==> config.mk <==
export PLATFORM = sky130hd
export DESIGN_NAME = cff_flag_bank
export DESIGN_NICKNAME = d
export VERILOG_FILES = /design/src/verilog/cff_pkg.sv /design/src/verilog/cff_flag_bank.sv
export SDC_FILE = /design/constraint.sdc
export NUM_CORES = 1
export LEC_CHECK = 0
export BUFFER_PORTS_ARGS = -buffer_cell sky130_fd_sc_hd__buf_2
export CAP_MARGIN = 20
export CORE_ASPECT_RATIO = 1.2
export CORE_MARGIN = 1
export CORE_UTILIZATION = 53
export CTS_CLUSTER_SIZE = 30
export DETAILED_ROUTE_END_ITERATION = 12
export PLACE_DENSITY = 0.83
export RECOVER_POWER = 50
export SLEW_MARGIN = 20
export SYNTH_ARGS = -nofsm -noshare
export SYNTH_HDL_FRONTEND = slang
export SYNTH_SLANG_ARGS = --single-unit
==> constraint.sdc <==
create_clock -name clk -period 1.2 [get_ports clk]
set_input_delay 0.24 -clock clk [delete_from_list [all_inputs] [get_ports clk]]
set_output_delay 0.24 -clock clk [all_outputs]
set_load 0.01 [all_outputs]
==> src/verilog/cff_pkg.sv <==
package cff_pkg;

  // ----------------------------------------------------------------------
  // Register offsets of the flag bank
  // ----------------------------------------------------------------------
  localparam logic [7:0] OFS_TIMER_FLAGS = 8'h24;
  localparam logic [7:0] OFS_TEMP_FLAGS  = 8'h25;
  localparam logic [7:0] OFS_FAULT_A     = 8'h26;
  localparam logic [7:0] OFS_FAULT_B     = 8'h27;

  // Reset value shared by every flag register.
  localparam logic [7:0] FLAG_RESET = 8'h00;

  // ----------------------------------------------------------------------
  // Condition vector layout (index of each supervisory condition)
  // ----------------------------------------------------------------------
  localparam int NUM_COND       = 19;
  localparam int IDX_TOPUP      = 18;
  localparam int IDX_LOWBAT     = 17;
  localparam int IDX_COLD       = 16;
  localparam int IDX_COOL       = 15;
  localparam int IDX_WARM       = 14;
  localparam int IDX_HOT        = 13;
  localparam int IDX_IBATREG    = 12;
  localparam int IDX_BUSOVP     = 11;
  localparam int IDX_BATOVP     = 10;
  localparam int IDX_BUSOCP     = 9;
  localparam int IDX_BATOCP     = 8;
  localparam int IDX_CONVOCP    = 7;
  localparam int IDX_IN2OVP     = 6;
  localparam int IDX_IN1OVP     = 5;
  localparam int IDX_SYSSHORT   = 4;
  localparam int IDX_SYSOVP     = 3;
  localparam int IDX_BOOSTOVP   = 2;
  localparam int IDX_BOOSTUVP   = 1;
  localparam int IDX_TSHUT      = 0;

  // Conditions that flag on any change rather than on a rising edge.
  localparam logic [18:0] CHANGE_MODE = 19'h1F000;

  // Reset value of synchroniser and settled-level flops.
  localparam logic [18:0] COND_RESET = 19'h00000;

  // Supervisory condition levels from the analog side, MSB first.
  typedef struct packed {
    logic topupTimerExpired;
    logic batteryTooLowForBoost;
    logic thermistorBelowCold;
    logic thermistorBelowCool;
    logic thermistorAboveWarm;
    logic thermistorAboveHot;
    logic batteryCurrentReg;
    logic inputBusOvervolt;
    logic batteryOvervolt;
    logic inputBusOvercurrent;
    logic batteryDischargeOvercurrent;
    logic converterOvercurrent;
    logic secondInputOvervolt;
    logic firstInputOvervolt;
    logic systemShort;
    logic systemOvervolt;
    logic boostOutputOvervolt;
    logic boostOutputUndervolt;
    logic dieThermalShutdown;
  } cff_cond_t;

endpackage

==> src/verilog/cff_flag_bank.sv <==
`timescale 1ns/1ps

module cff_flag_bank
  import cff_pkg::*;
(
  // Clock and reset.
  input  wire logic              clk,
  input  wire logic              arst_n,
  // Condition levels from the analog supervisors.
  input  wire cff_pkg::cff_cond_t condIn,
  // Read port from the serial register engine.
  input  wire logic              rdStrobe,
  input  wire logic [7:0]        rdAddr,
  output logic      [7:0]        rdData,
  output logic                   rdValid
);

  // ----------------------------------------------------------------------
  // Condition synchronisers and event detection
  // ----------------------------------------------------------------------
  logic [NUM_COND-1:0] condRaw;
  logic [NUM_COND-1:0] sync1;
  logic [NUM_COND-1:0] sync2;
  logic [NUM_COND-1:0] sync3;
  logic [NUM_COND-1:0] settled;
  logic [NUM_COND-1:0] flags;
  logic [NUM_COND-1:0] next_flags;
  logic [NUM_COND-1:0] event_;
  logic [NUM_COND-1:0] clearMask;
  logic [NUM_COND-1:0] agree;
  logic [NUM_COND-1:0] next_settled;

  assign condRaw = condIn;

  // Three-stage chain; the first stage feeds only the second.
  always_ff @(posedge clk or negedge arst_n)
  begin
    if (!arst_n)
    begin
      sync1 <= COND_RESET;
      sync2 <= COND_RESET;
      sync3 <= COND_RESET;
    end
    else
    begin
      sync1 <= condRaw;
      sync2 <= sync1;
      sync3 <= sync2;
    end
  end

  // A level is accepted once stages two and three agree.
  always_ff @(posedge clk or negedge arst_n)
  begin
    if (!arst_n)
      settled <= COND_RESET;
    else
      settled <= next_settled;
  end

  assign agree        = ~(sync2 ^ sync3);
  assign next_settled = (agree & sync3) | (~agree & settled);

  // ----------------------------------------------------------------------
  // Read decode: a read clears the flags of the register it returns
  // ----------------------------------------------------------------------
  wire hitTimer = rdStrobe && (rdAddr == OFS_TIMER_FLAGS);
  wire hitTemp  = rdStrobe && (rdAddr == OFS_TEMP_FLAGS);
  wire hitFaultA = rdStrobe && (rdAddr == OFS_FAULT_A);
  wire hitFaultB = rdStrobe && (rdAddr == OFS_FAULT_B);

  assign clearMask = {hitTimer, {5{hitTemp}}, {8{hitFaultA}},
                      {5{hitFaultB}}};

  // Per-condition event: rising edge, or any change for zone crossings and current regulation.
  genvar gi;
  generate
    for (gi = 0; gi < NUM_COND; gi++)
    begin : g_evt
      if (CHANGE_MODE[gi])
      begin : g_change
        // Thermistor zones and current regulation flag both ways.
        assign event_[gi] = agree[gi]
          && (sync3[gi] != settled[gi]);
      end
      else
      begin : g_rise
        // Protection entries and timer expiry flag on entry only.
        assign event_[gi] = agree[gi]
          && sync3[gi]
          && !settled[gi];
      end
    end
  endgenerate

  // A new event wins over a clear arriving in the same cycle.
  assign next_flags = (flags & ~clearMask) | event_;

  // Sticky flag storage, zero after power-on reset.
  always_ff @(posedge clk or negedge arst_n)
  begin
    if (!arst_n)
      flags <= {NUM_COND{1'b0}};
    else
      flags <= next_flags;
  end

  // ----------------------------------------------------------------------
  // Register images and read data
  // ----------------------------------------------------------------------
  logic [7:0] imgTimer;
  logic [7:0] imgTemp;
  logic [7:0] imgFaultA;
  logic [7:0] imgFaultB;
  logic [7:0] next_rdData;

  assign imgTimer  = {7'h00, flags[IDX_TOPUP]};
  assign imgTemp   = {3'h0, flags[IDX_LOWBAT:IDX_HOT]};
  assign imgFaultA = flags[IDX_IBATREG:IDX_IN1OVP];
  assign imgFaultB = {flags[IDX_SYSSHORT:IDX_BOOSTUVP], 1'b0,
                      flags[IDX_TSHUT], 2'h0};

  // Unmapped offsets read as zero; writes do not exist on this bank.
  assign next_rdData = hitTimer  ? imgTimer  :
                       hitTemp   ? imgTemp   :
                       hitFaultA ? imgFaultA :
                       hitFaultB ? imgFaultB : FLAG_RESET;

  // Read answer one cycle after the strobe.
  always_ff @(posedge clk or negedge arst_n)
  begin
    if (!arst_n)
    begin
      rdData  <= FLAG_RESET;
      rdValid <= 1'b0;
    end
    else
    begin
      rdData  <= next_rdData;
      rdValid <= rdStrobe;
    end
  end

  // ----------------------------------------------------------------------
  // Checks
  // ----------------------------------------------------------------------
  logic [7:0] addrQ;

  // Address of the read being answered, for checking only.
  always_ff @(posedge clk or negedge arst_n)
  begin
    if (!arst_n)
      addrQ <= 8'h00;
    else
      addrQ <= rdAddr;
  end

  chk_topup_latch: assert property (
    @(posedge clk) disable iff (!arst_n)
    (sync2[IDX_TOPUP] && sync3[IDX_TOPUP] && !settled[IDX_TOPUP])
    |=> flags[IDX_TOPUP])
    else $error("Top-up expiry edge did not set its flag.");

  chk_temp_reserved: assert property (
    @(posedge clk) disable iff (!arst_n)
    (rdValid && addrQ == OFS_TEMP_FLAGS) |-> (rdData[7:5] == 3'h0))
    else $error("Reserved bits of temperature flags not zero.");

  chk_lowbat_latch: assert property (
    @(posedge clk) disable iff (!arst_n)
    (sync2[IDX_LOWBAT] && sync3[IDX_LOWBAT] && !settled[IDX_LOWBAT])
    ##1 (rdStrobe && rdAddr == OFS_TEMP_FLAGS)
    |=> rdData[4])
    else $error("Low battery flag not returned after its edge.");

  chk_cold_fall: assert property (
    @(posedge clk) disable iff (!arst_n)
    (!sync2[IDX_COLD] && !sync3[IDX_COLD] && settled[IDX_COLD])
    |=> flags[IDX_COLD])
    else $error("Leaving the cold zone did not set its flag.");

  chk_hot_rise: assert property (
    @(posedge clk) disable iff (!arst_n)
    $rose(settled[IDX_HOT]) |-> flags[IDX_HOT])
    else $error("Entering the hot zone did not set its flag.");

  chk_faulta_data: assert property (
    @(posedge clk) disable iff (!arst_n)
    (rdStrobe && rdAddr == OFS_FAULT_A)
    |=> (rdValid && rdData == $past(flags[IDX_IBATREG:IDX_IN1OVP])))
    else $error("Fault register A read data mismatch.");

  chk_ibatreg_exit: assert property (
    @(posedge clk) disable iff (!arst_n)
    $fell(settled[IDX_IBATREG]) |-> flags[IDX_IBATREG])
    else $error("Leaving current regulation did not set its flag.");

  chk_ovp_norelease: assert property (
    @(posedge clk) disable iff (!arst_n)
    ($fell(settled[IDX_BUSOVP]) && !$past(flags[IDX_BUSOVP])
     && !$past(clearMask[IDX_BUSOVP])) |-> !flags[IDX_BUSOVP])
    else $error("Leaving bus over-voltage wrongly set its flag.");

  chk_faultb_reserved: assert property (
    @(posedge clk) disable iff (!arst_n)
    (rdValid && addrQ == OFS_FAULT_B)
    |-> (rdData[3] == 1'b0 && rdData[1:0] == 2'h0))
    else $error("Reserved bits of fault register B not zero.");

  chk_tshut_latch: assert property (
    @(posedge clk) disable iff (!arst_n)
    (sync2[IDX_TSHUT] && sync3[IDX_TSHUT] && !settled[IDX_TSHUT])
    |=> flags[IDX_TSHUT]
    ##1 (flags[IDX_TSHUT] || $past(clearMask[IDX_TSHUT])))
    else $error("Thermal shutdown flag not held after its edge.");

  chk_flag_hold: assert property (
    @(posedge clk) disable iff (!arst_n)
    (flags[IDX_SYSSHORT] && !clearMask[IDX_SYSSHORT])
    |=> flags[IDX_SYSSHORT])
    else $error("System short flag dropped without a read.");

  chk_read_clears: assert property (
    @(posedge clk) disable iff (!arst_n)
    (rdStrobe && rdAddr == OFS_FAULT_B && !event_[IDX_SYSOVP])
    |=> !flags[IDX_SYSOVP])
    else $error("Read of fault register B did not clear its flag.");

  chk_cool_change: assert property (
    @(posedge clk) disable iff (!arst_n)
    (sync2[IDX_COOL] == sync3[IDX_COOL]
     && sync3[IDX_COOL] != settled[IDX_COOL]) |=> flags[IDX_COOL])
    else $error("Crossing the cool threshold did not set its flag.");

  chk_warm_fall: assert property (
    @(posedge clk) disable iff (!arst_n)
    $fell(settled[IDX_WARM]) |-> flags[IDX_WARM])
    else $error("Leaving the warm zone did not set its flag.");

  chk_busovp_latch: assert property (
    @(posedge clk) disable iff (!arst_n)
    (sync2[IDX_BUSOVP] && sync3[IDX_BUSOVP] && !settled[IDX_BUSOVP])
    |=> flags[IDX_BUSOVP])
    else $error("Bus over-voltage entry did not set its flag.");

  chk_batovp_rise: assert property (
    @(posedge clk) disable iff (!arst_n)
    $rose(settled[IDX_BATOVP]) |-> flags[IDX_BATOVP])
    else $error("Battery over-voltage entry did not set its flag.");

  chk_busocp_rise: assert property (
    @(posedge clk) disable iff (!arst_n)
    $rose(settled[IDX_BUSOCP]) |-> flags[IDX_BUSOCP])
    else $error("Bus over-current entry did not set its flag.");

  chk_batocp_rise: assert property (
    @(posedge clk) disable iff (!arst_n)
    $rose(settled[IDX_BATOCP]) |-> flags[IDX_BATOCP])
    else $error("Discharge over-current entry did not set its flag.");

  chk_convocp_rise: assert property (
    @(posedge clk) disable iff (!arst_n)
    $rose(settled[IDX_CONVOCP]) |-> flags[IDX_CONVOCP])
    else $error("Converter over-current entry did not set its flag.");

  chk_in2ovp_rise: assert property (
    @(posedge clk) disable iff (!arst_n)
    $rose(settled[IDX_IN2OVP]) |-> flags[IDX_IN2OVP])
    else $error("Second input over-voltage did not set its flag.");

  chk_in1ovp_rise: assert property (
    @(posedge clk) disable iff (!arst_n)
    $rose(settled[IDX_IN1OVP]) |-> flags[IDX_IN1OVP])
    else $error("First input over-voltage did not set its flag.");

  chk_sysshort_latch: assert property (
    @(posedge clk) disable iff (!arst_n)
    (sync2[IDX_SYSSHORT] && sync3[IDX_SYSSHORT] && !settled[IDX_SYSSHORT])
    |=> flags[IDX_SYSSHORT])
    else $error("System short halt did not set its flag.");

  chk_sysovp_rise: assert property (
    @(posedge clk) disable iff (!arst_n)
    $rose(settled[IDX_SYSOVP]) |-> flags[IDX_SYSOVP])
    else $error("System over-voltage halt did not set its flag.");

  chk_boostovp_rise: assert property (
    @(posedge clk) disable iff (!arst_n)
    $rose(settled[IDX_BOOSTOVP]) |-> flags[IDX_BOOSTOVP])
    else $error("Boost stop on bus over-voltage did not set its flag.");

  chk_boostuvp_rise: assert property (
    @(posedge clk) disable iff (!arst_n)
    $rose(settled[IDX_BOOSTUVP]) |-> flags[IDX_BOOSTUVP])
    else $error("Boost stop on bus under-voltage did not set its flag.");

  // An expiry edge that meets a read of its own register must survive.
  chk_set_wins: assert property (
    @(posedge clk) disable iff (!arst_n)
    (sync2[IDX_TOPUP] && sync3[IDX_TOPUP] && !settled[IDX_TOPUP]
     && rdStrobe && rdAddr == OFS_TIMER_FLAGS) |=> flags[IDX_TOPUP])
    else $error("Read clear overrode a same-cycle timer event.");

endmodule

==> results of run 1 <==
[synthesized netlist by cell type (all sizes together)]
cell type	instances	area, um2
a21oi	1	5.00
a221o	5	50.1
a22o	14	123
a22oi	4	30.0
and4bb	1	12.5
buf	2	18.8
dfrtp	104	2600
ha	14	175
inv	14	52.6
maj3	5	50.1
mux2	16	180
mux2i	4	40.0
nand2	7	26.3
nand3	3	32.5
nand4	1	6.26
nor2	15	56.3
nor2b	2	22.5
nor3b	4	41.3
or2	1	6.26
[metal layers]
layer / GRT usage [%] / up-vias
met1: 23.0 / 973
met3: 3.42 / 8
met5: 0 / -
met4: 11.1 / 0
li1: - / 917
met2: 27.6 / 42
[kinds of logic after synthesis]
logic type                 share of synthesized area, %
buffers and inverters                              2.02
AOI/OAI and AO/OA                                  5.88
and+or+nand+nor                                    5.78
muxes                                              6.24
adders and majority gates                          6.38
DFF                                                73.7
[where the power goes]
group          switching [mW]  total, mW  leakage, nW  internal [mW]
Clock                    1.16       2.19       0.0989           1.03
Sequential              0.110       3.81         1.18           3.70
Combinational           0.198      0.445        0.796          0.247
Total                    1.47       6.44         2.07           4.98
[area by class of cell]
class,count,area (um2),share of cell area (%)
Clock buffer,10,138,3.17
Clock inverter,6,67.6,1.56
Inverter,14,52.6,1.21
Multi-Input combinational cell,97,857,19.8
Sequential cell,104,2600,60.0
Tap cell,85,106,2.45
Timing Repair Buffer,73,515,11.9
[worst max path at each step]
stage	startpoint	to	slack [ns]	cells past startpoint
2_1_floorplan	rdAddr[3]	flags[13]	0.02	3
3_3_place_gp	rdAddr[4]	flags[16]	-0.13	4
3_5_place_dp	rdAddr[4]	flags[13]	-0.20	4
4_1_cts	rdValid	rdValid	0.04	1
5_1_grt	sync2[9]	flip-flop	0.02	2
6_report	rdValid	rdValid	0.07	1
[per-stage QoR]
stage          hold WS (ns)  setup TNS [ns]
3_5_place_dp          0.230           -2.84
3_3_place_gp          0.232           -1.69
5_1_grt               0.362               0
4_1_cts               0.341               0
2_1_floorplan       -0.0556               0
6_report              0.354               0
[cells in the final DEF, fill, tap and decap left out, types with 2 or more instances in the layout]
cell type	instances
sky130_fd_sc_hd__clkinvlp_4	2
sky130_fd_sc_hd__dlygate4sd3_1	21
sky130_fd_sc_hd__a221o_1	5
sky130_fd_sc_hd__ha_1	14
sky130_fd_sc_hd__a22o_1	14
sky130_fd_sc_hd__nand2_1	7
sky130_fd_sc_hd__maj3_1	5
sky130_fd_sc_hd__buf_4	12
sky130_fd_sc_hd__inv_1	14
sky130_fd_sc_hd__mux2i_1	4
sky130_fd_sc_hd__nor3b_1	3
sky130_fd_sc_hd__clkbuf_8	10
sky130_fd_sc_hd__buf_2	38
sky130_fd_sc_hd__a22oi_1	4
sky130_fd_sc_hd__mux2_2	16
sky130_fd_sc_hd__dfrtp_1	104
sky130_fd_sc_hd__nor2_1	15
[repair_timing]
action | CTS | global route
endpoints found under the setup margin | 0 | 0
endpoints found under the hold margin | 124 | 0
hold buffers | 21 | 0
==> flow_metrics.tcl, run 1 <==
set metrics [dict create \
    outcome "completed" \
    grt_setup_unrepaired "no" \
    synth_sequential_area_ratio_pct 73.7 \
    worst_skew_pair.late_latency_ns 0.37 \
    grt_start_max_net_pins 47 \
    met3_length_um 182 \
    timing.reg2reg.worst_path_depth 2 \
    drc 0 \
    dpl-instance-area_um2 3950 \
    avgRoutedWirePerCell_um 13.9 \
    floorplan.io_pins 39 \
    critical-path-top-delay-family "flip-flops" \
    final.period_utilization_pct 94.4 \
    htree_levels 3 \
    fmax_mhz 883 \
    clk_transition_reported_paths_ns 0.09 \
    dieHeight_um 91.4 \
    topRoutingLayerUsed "met4" \
    fin_crit_ns 1.13 \
    yosys_register_bits 104 \
    worstHoldEndpoint "sync2[12]" \
    startpoint_type "flip-flop" \
    dr_wl_met2_mm 2.65 \
    arrival_worst_endpoint_ns 0.89 \
    critical_path_class "reg2out" \
    max-cap-violations 0 \
    placedCellCount 352 \
    number_of_failing_hold_endpoints_at_the_final_stage 0 \
    synth.net_count 261 \
    die_width_um 76.5 \
    fin_area_um2 4340 \
    fin_skew_ns 0.00573 \
    area_delta_synth_final_pct 22.9 \
    place_worst_setup_slack_ns -0.200 \
    irDropWorstVdd_mv 0.921 \
    crit_path_setup_slack_layout_ns 0.0670 \
    rrSetupSlack_ns 0.08 \
    first_pass_grt_wire_length_mm 9.16 \
    drtAntennaViolNets 0 \
    cts_tree "built" \
    synth-warning-count 0 \
    wl_mm 5.39 \
    post_synth.cell_area_avg_um2 16.3 \
    clk_path_buf_depth 2 \
    totalPowerFinal_mw 6.44 \
    critical_path.max_stage_delay_ns 0.39 \
    layout.filler_cells 443 \
    vias_per_cell 4.99 \
    antennaDiodeCount 0 \
    p_leak_nw 2.07 \
    buffer_ports.inserted 38 \
    power_per_cell_area_nw_per_um2 1480 \
    number_of_buffers_added_for_setup_after_cts 0 \
    setup-violations-final 0 \
    timing.rr.start "sync2[18]" \
    gr-total-overflow 0 \
    detail_route.iter0.violations 97 \
    worstPathCellList "buf_2" \
    die_area_um2 6990 \
    cts_buffers 9 \
    cts.root.buffer_cell "sky130_fd_sc_hd__clkbuf_8" \
    final_max_slew_viol_count 0 \
    timing_worst_slew_pin_value_ns 0.664 \
    num_rows 32 \
    hp-start "sync1[12]" \
    utilization_pct 67.3 \
    grt_usage_pct 17.7 \
    start_util_pct 54.8 \
    drt_pre_antenna_iters 4 \
    relSlewSlack_pct 55.8 \
    number_of_vias_in_the_routed_layout 1940 \
    routability_congestion_estimate 0.784 \
    final_layout_net_count 343 \
    drive_above_1_share_pct 29.9 \
    syn_inst 217 \
    numClockSinks 104 \
    worstSetupEndpointType "primary output" \
    route.layer.met1.wl_mm 2.45 \
    cts_resized 0 \
    worst_ep_required_time_ns 0.96 \
    first_global_vias 1989 \
    cpMaxStageDelayCell "sky130_fd_sc_hd__dfrtp_1" \
    worst_hold_path_type "reg2reg" \
    cp_num_buf_inv 1 \
    estimated_wirelength_of_the_detail_placed_design_mm 3.77 \
    critical_path_peak_fanout 1 \
    antenna_violations_before_repair 0 \
    finalNonFillerCells 389 \
    design.core.area_um2 6450 \
    min_path_cells 0 \
    synth_cell_types 24 \
    cell_area_synth_um2 3530 \
]
Power figures use the tool's default switching activity.
==> run 2, diff against run 1 <==
==> constraint.sdc (replaced) <==
create_clock -name clk -period 1.2 [get_ports clk]
set_input_delay 0.18 -clock clk [delete_from_list [all_inputs] [get_ports clk]]
set_output_delay 0.18 -clock clk [all_outputs]
set_load 0.01 [all_outputs]
==> flow_metrics.tcl, run 2 (synthesis gave the netlist of run 1 again) <==
set metrics [dict create \
    layout.cells.most_common_list "sky130_fd_sc_hd__dfrtp_1 (104), sky130_fd_sc_hd__buf_2 (37), sky130_fd_sc_hd__dlygate4sd3_1 (21)" \
    drive_above_1_share_pct 28.7 \
    fin_skew_ns 0.0103 \
    number_of_failing_hold_endpoints_at_the_final_stage 0 \
    antennaDiodeCount 0 \
    design.core.area_um2 6450 \
    arrival_worst_endpoint_ns 1.40 \
    dieHeight_um 91.4 \
    area_delta_synth_final_pct 21.1 \
    die_width_um 76.5 \
    rrSetupSlack_ns 0.06 \
    grt_start_max_net_pins 72 \
    global_routing_met3_resource_utilization_pct 4.92 \
    outcome "completed" \
    sequential_cell_area_um2 2600 \
    max-cap-violations 0 \
    totalPowerFinal_mw 6.21 \
    detail_route.iter0.violations 114 \
    htree_levels 3 \
    layout.filler_cells 434 \
    timing_worst_slew_pin_value_ns 0.616 \
    startpoint_type "flip-flop" \
    place_worst_setup_slack_ns -0.115 \
    grt_usage_pct 17.8 \
    numClockSinks 104 \
    worst_hold_path_type "in2reg" \
    start_util_pct 54.8 \
    critical_path_peak_fanout 2 \
    vias_per_cell 4.93 \
    grt.met1_usage_pct 22.3 \
    power_per_cell_area_nw_per_um2 1450 \
    cts_tree "built" \
    worst_ep_required_time_ns 1.46 \
    fin_crit_ns 1.14 \
    crit_path_setup_slack_layout_ns 0.0565 \
    first_pass_grt_wire_length_mm 8.94 \
    timing.rr.start "sync2[18]" \
    relSlewSlack_pct 59.0 \
    final.period_utilization_pct 95.3 \
    routability_congestion_estimate 0.797 \
    drt_pre_antenna_iters 4 \
    die_area_um2 6990 \
    min_path_cells 3 \
    estimated_wirelength_of_the_detail_placed_design_mm 3.72 \
    wl_mm 5.45 \
    multi_input_area_um2 857 \
    first_global_vias 1879 \
    grt_setup_unrepaired "no" \
    timing.reg2reg.worst_path_depth 2 \
    critical_path_class "reg2reg" \
    drtAntennaViolNets 0 \
    antenna_violations_before_repair 0 \
    hp-start "rdAddr[0]" \
    drc 0 \
    floorplan.io_pins 39 \
    final_max_slew_viol_count 0 \
    timing.hold.ws_ns 0.203 \
    num_rows 32 \
    cts.root.buffer_cell "sky130_fd_sc_hd__clkbuf_8" \
    final_layout_net_count 339 \
    timing.critical_path.from "sync2[18]" \
    clk_path_buf_depth 2 \
    layout_commonest_cell "sky130_fd_sc_hd__dfrtp_1" \
    clk_transition_reported_paths_ns 0.09 \
    cts_buffers 9 \
    avgRoutedWirePerCell_um 14.2 \
    worst_skew_pair.late_latency_ns 0.37 \
    gr-total-overflow 0 \
    worstSetupEndpointType "flip-flop" \
    buffer_ports.inserted 38 \
    fmax_mhz 874 \
    setup-violations-final 0 \
    irDropWorstVdd_mv 1.49 \
    global_route.usage.met2_pct 27.5 \
    number_of_vias_in_the_routed_layout 1898 \
    p_leak_nw 2.04 \
    global_route_hottest_layer "met2" \
]
run 2: worst max-delay path, stage by stage, from the launching register on:
cell                      delay [ns]
sky130_fd_sc_hd__dfrtp_1        0.41
sky130_fd_sc_hd__ha_1           0.30
sky130_fd_sc_hd__mux2_2         0.33
run 2: how the worst min path moves through the flow:
stage / to
after global routing: rdData[4]
after global placement: sync2[4]
after floorplan: async pin
final: rdData[4]
after detailed placement: sync2[4]
after CTS: rdData[4]
run 2: cell type report:
cell class,instances,share of cell area (%)
well taps,85,2.49
inverters,14,1.23
multi-input cells,97,20.0
clock buffers,9,2.90
flip-flops and latches,104,60.9
repair buffers,69,11.2
clock inverters,7,1.29
run 2: per-stage QoR:
step | instances | utilization [%] | cell area, um2 | setup TNS, ns
finish | 385 | 66.3 | 4280 | 0
global route | 385 | 66.3 | 4280 | 0
CTS | 385 | 66.5 | 4290 | 0
detailed placement | 348 | 60.5 | 3900 | -1.49
global placement | 348 | 60.5 | 3900 | -0.684
floorplan | 217 | - | 3530 | 0
run 2: timing repair:
| action | in CTS | in global routing |
|---|---|---|
| hold buffers | 21 | 0 |
| setup buffers | 0 | 0 |
| gates resized for setup | 0 | 0 |
| endpoints found under the hold margin | 124 | 0 |
run 2: routing by layer:
layer,routed length (um),vias to the layer above
met4,158,0
met2,2630,39
met3,172,13
li1,-,910
met1,2490,936
met5,0,-
run 2: where the power goes:
| group | switching [mW] | internal, mW |
|---|---|---|
| registers | 0.112 | 3.70 |
| clock network | 1.19 | 0.775 |
| logic | 0.197 | 0.241 |
==> run 3, diff against run 2 <==
CORE_MARGIN = 2   (was 1)
MAX_ROUTING_LAYER = met4   (was unset)
PLACE_DENSITY = unset   (was 0.83)
PLACE_DENSITY_LB_ADDON = 0.2   (was unset)
==> flow_metrics.tcl, run 3 (synthesis gave the netlist of run 1 again) <==
set metrics [dict create \
    outcome "completed" \
    final.period_utilization_pct 94.0 \
    power_per_cell_area_nw_per_um2 1450 \
    antenna_violations_before_repair 0 \
    arrival_worst_endpoint_ns 1.37 \
    detail_route.iter0.violations 96 \
    critical_path_class "reg2reg" \
    floorplan.io_pins 39 \
    die_area_um2 7330 \
    avgRoutedWirePerCell_um 13.5 \
    p_leak_nw 2.02 \
    layout_commonest_cell "sky130_fd_sc_hd__dfrtp_1" \
    area_delta_synth_final_pct 20.8 \
    grt_start_max_net_pins 69 \
    critical_path_peak_fanout 2 \
    setup-violations-final 0 \
    layout.cells.most_common_list "sky130_fd_sc_hd__dfrtp_1 (104), sky130_fd_sc_hd__buf_2 (36), sky130_fd_sc_hd__dlygate4sd3_1 (21)" \
    die_width_um 78.5 \
    vias_per_cell 4.95 \
    fin_skew_ns 0.00713 \
    drive_above_1_share_pct 27.6 \
    gr-total-overflow 0 \
    timing_worst_slew_pin_value_ns 0.582 \
    cts.root.buffer_cell "sky130_fd_sc_hd__clkbuf_8" \
    worst_ep_required_time_ns 1.44 \
    drtAntennaViolNets 0 \
    final_max_slew_viol_count 0 \
    design.core.area_um2 6450 \
    fmax_mhz 887 \
    fin_crit_ns 1.13 \
    estimated_wirelength_of_the_detail_placed_design_mm 3.45 \
    cts_buffers 9 \
    numClockSinks 104 \
    first_pass_grt_wire_length_mm 9.04 \
    irDropWorstVdd_mv 0.773 \
    cts_tree "built" \
    startpoint_type "flip-flop" \
    worst_skew_pair.late_latency_ns 0.35 \
    multi_input_area_um2 857 \
    layout.filler_cells 481 \
    number_of_vias_in_the_routed_layout 1890 \
    relSlewSlack_pct 61.2 \
    drt_pre_antenna_iters 4 \
    routability_congestion_estimate 0.735 \
    sequential_cell_area_um2 2600 \
    tns_ns 0 \
    worstSetupEndpointType "flip-flop" \
    clk_path_buf_depth 2 \
    number_of_buffers_added_for_setup_after_cts 0 \
    max-cap-violations 0 \
    grt_usage_pct 16.9 \
    start_util_pct 54.8 \
    antennaDiodeCount 0 \
    buffer_ports.inserted 38 \
    grt_setup_unrepaired "no" \
    final_layout_net_count 336 \
    first_global_vias 1969 \
    number_of_failing_hold_endpoints_at_the_final_stage 0 \
    htree_levels 3 \
    wl_mm 5.14 \
    clk_transition_reported_paths_ns 0.10 \
    worst_hold_path_type "in2reg" \
    dieHeight_um 93.4 \
    num_rows 32 \
    utilization_pct 66.1 \
    drc 0 \
]
-- run 3: changes by cell type in the layout (fill, tap and decap cells not counted), sizes merged --
cell      change
clkinv        -3
clkbuf        +2
clkinvlp      +3
buf           -5
-- run 3: repair_timing --
item                                   4_1_cts  5_1_grt
resized for setup                            0        0
setup endpoints to repair                    0        0
hold buffers                                21        0
endpoints found under the hold margin      124        0
-- run 3: path summary, 6_finish.rpt --
| kind | depth (start not counted) | start | to | slack, ns |
|---|---|---|---|---|
| worst max register to register | 2 | sync2[5] | flip-flop | 0.07 |
| worst min-delay path | 3 | rdAddr[0] | rdData[4] | 0.20 |
| max in group asynchronous | 3 | arst_n | sync2[16] | 0.31 |
| worst max-delay path | 2 | sync2[5] | flip-flop | 0.07 |
| worst min register to register | 0 | sync1[13] | sync2[13] | 0.35 |
| min in group asynchronous | 3 | arst_n | async pin | 0.49 |
-- run 3: critical path, cell delays in order (launching register included) --
cell and delay [ns]:
sky130_fd_sc_hd__dfrtp_1 0.40, sky130_fd_sc_hd__ha_1 0.29, sky130_fd_sc_hd__mux2_2 0.33
-- run 3: routing by layer --
metal / up-vias / track usage, % / routed length, um
met5: - / - / 0
met4: 0 / 9.21 / 114
met3: 10 / 3.38 / 185
met2: 37 / 26.4 / 2570
met1: 944 / 21.1 / 2270
li1: 899 / - / -
-- run 3: layout make-up --
cell class / count / area share (%)
well taps: 85 / 2.49
clock buffers: 9 / 2.90
flip-flops and latches: 104 / 61.0
clock inverters: 7 / 1.29
inverters: 14 / 1.23
multi-input cells: 97 / 20.1
repair buffers: 66 / 10.9
-- run 3: metrics by stage --
step | setup slack (ns) | power, mW | cell area, um2 | hold WS (ns) | cells
after floorplan | 0.0780 | 4.07 | 3530 | -0.116 | 217
after global placement | -0.0937 | 4.25 | 3900 | 0.167 | 345
after detailed placement | -0.147 | 4.28 | 3900 | 0.170 | 345
after CTS | 0.0601 | 6.27 | 4290 | 0.179 | 382
after global routing | 0.0162 | 6.47 | 4260 | 0.180 | 382
final | 0.0725 | 6.17 | 4260 | 0.196 | 382
-- run 3: report_power, final --
part	switching, mW	internal (mW)
clock	1.17	0.771
sequential	0.106	3.70
combinational	0.189	0.236
total	1.46	4.71
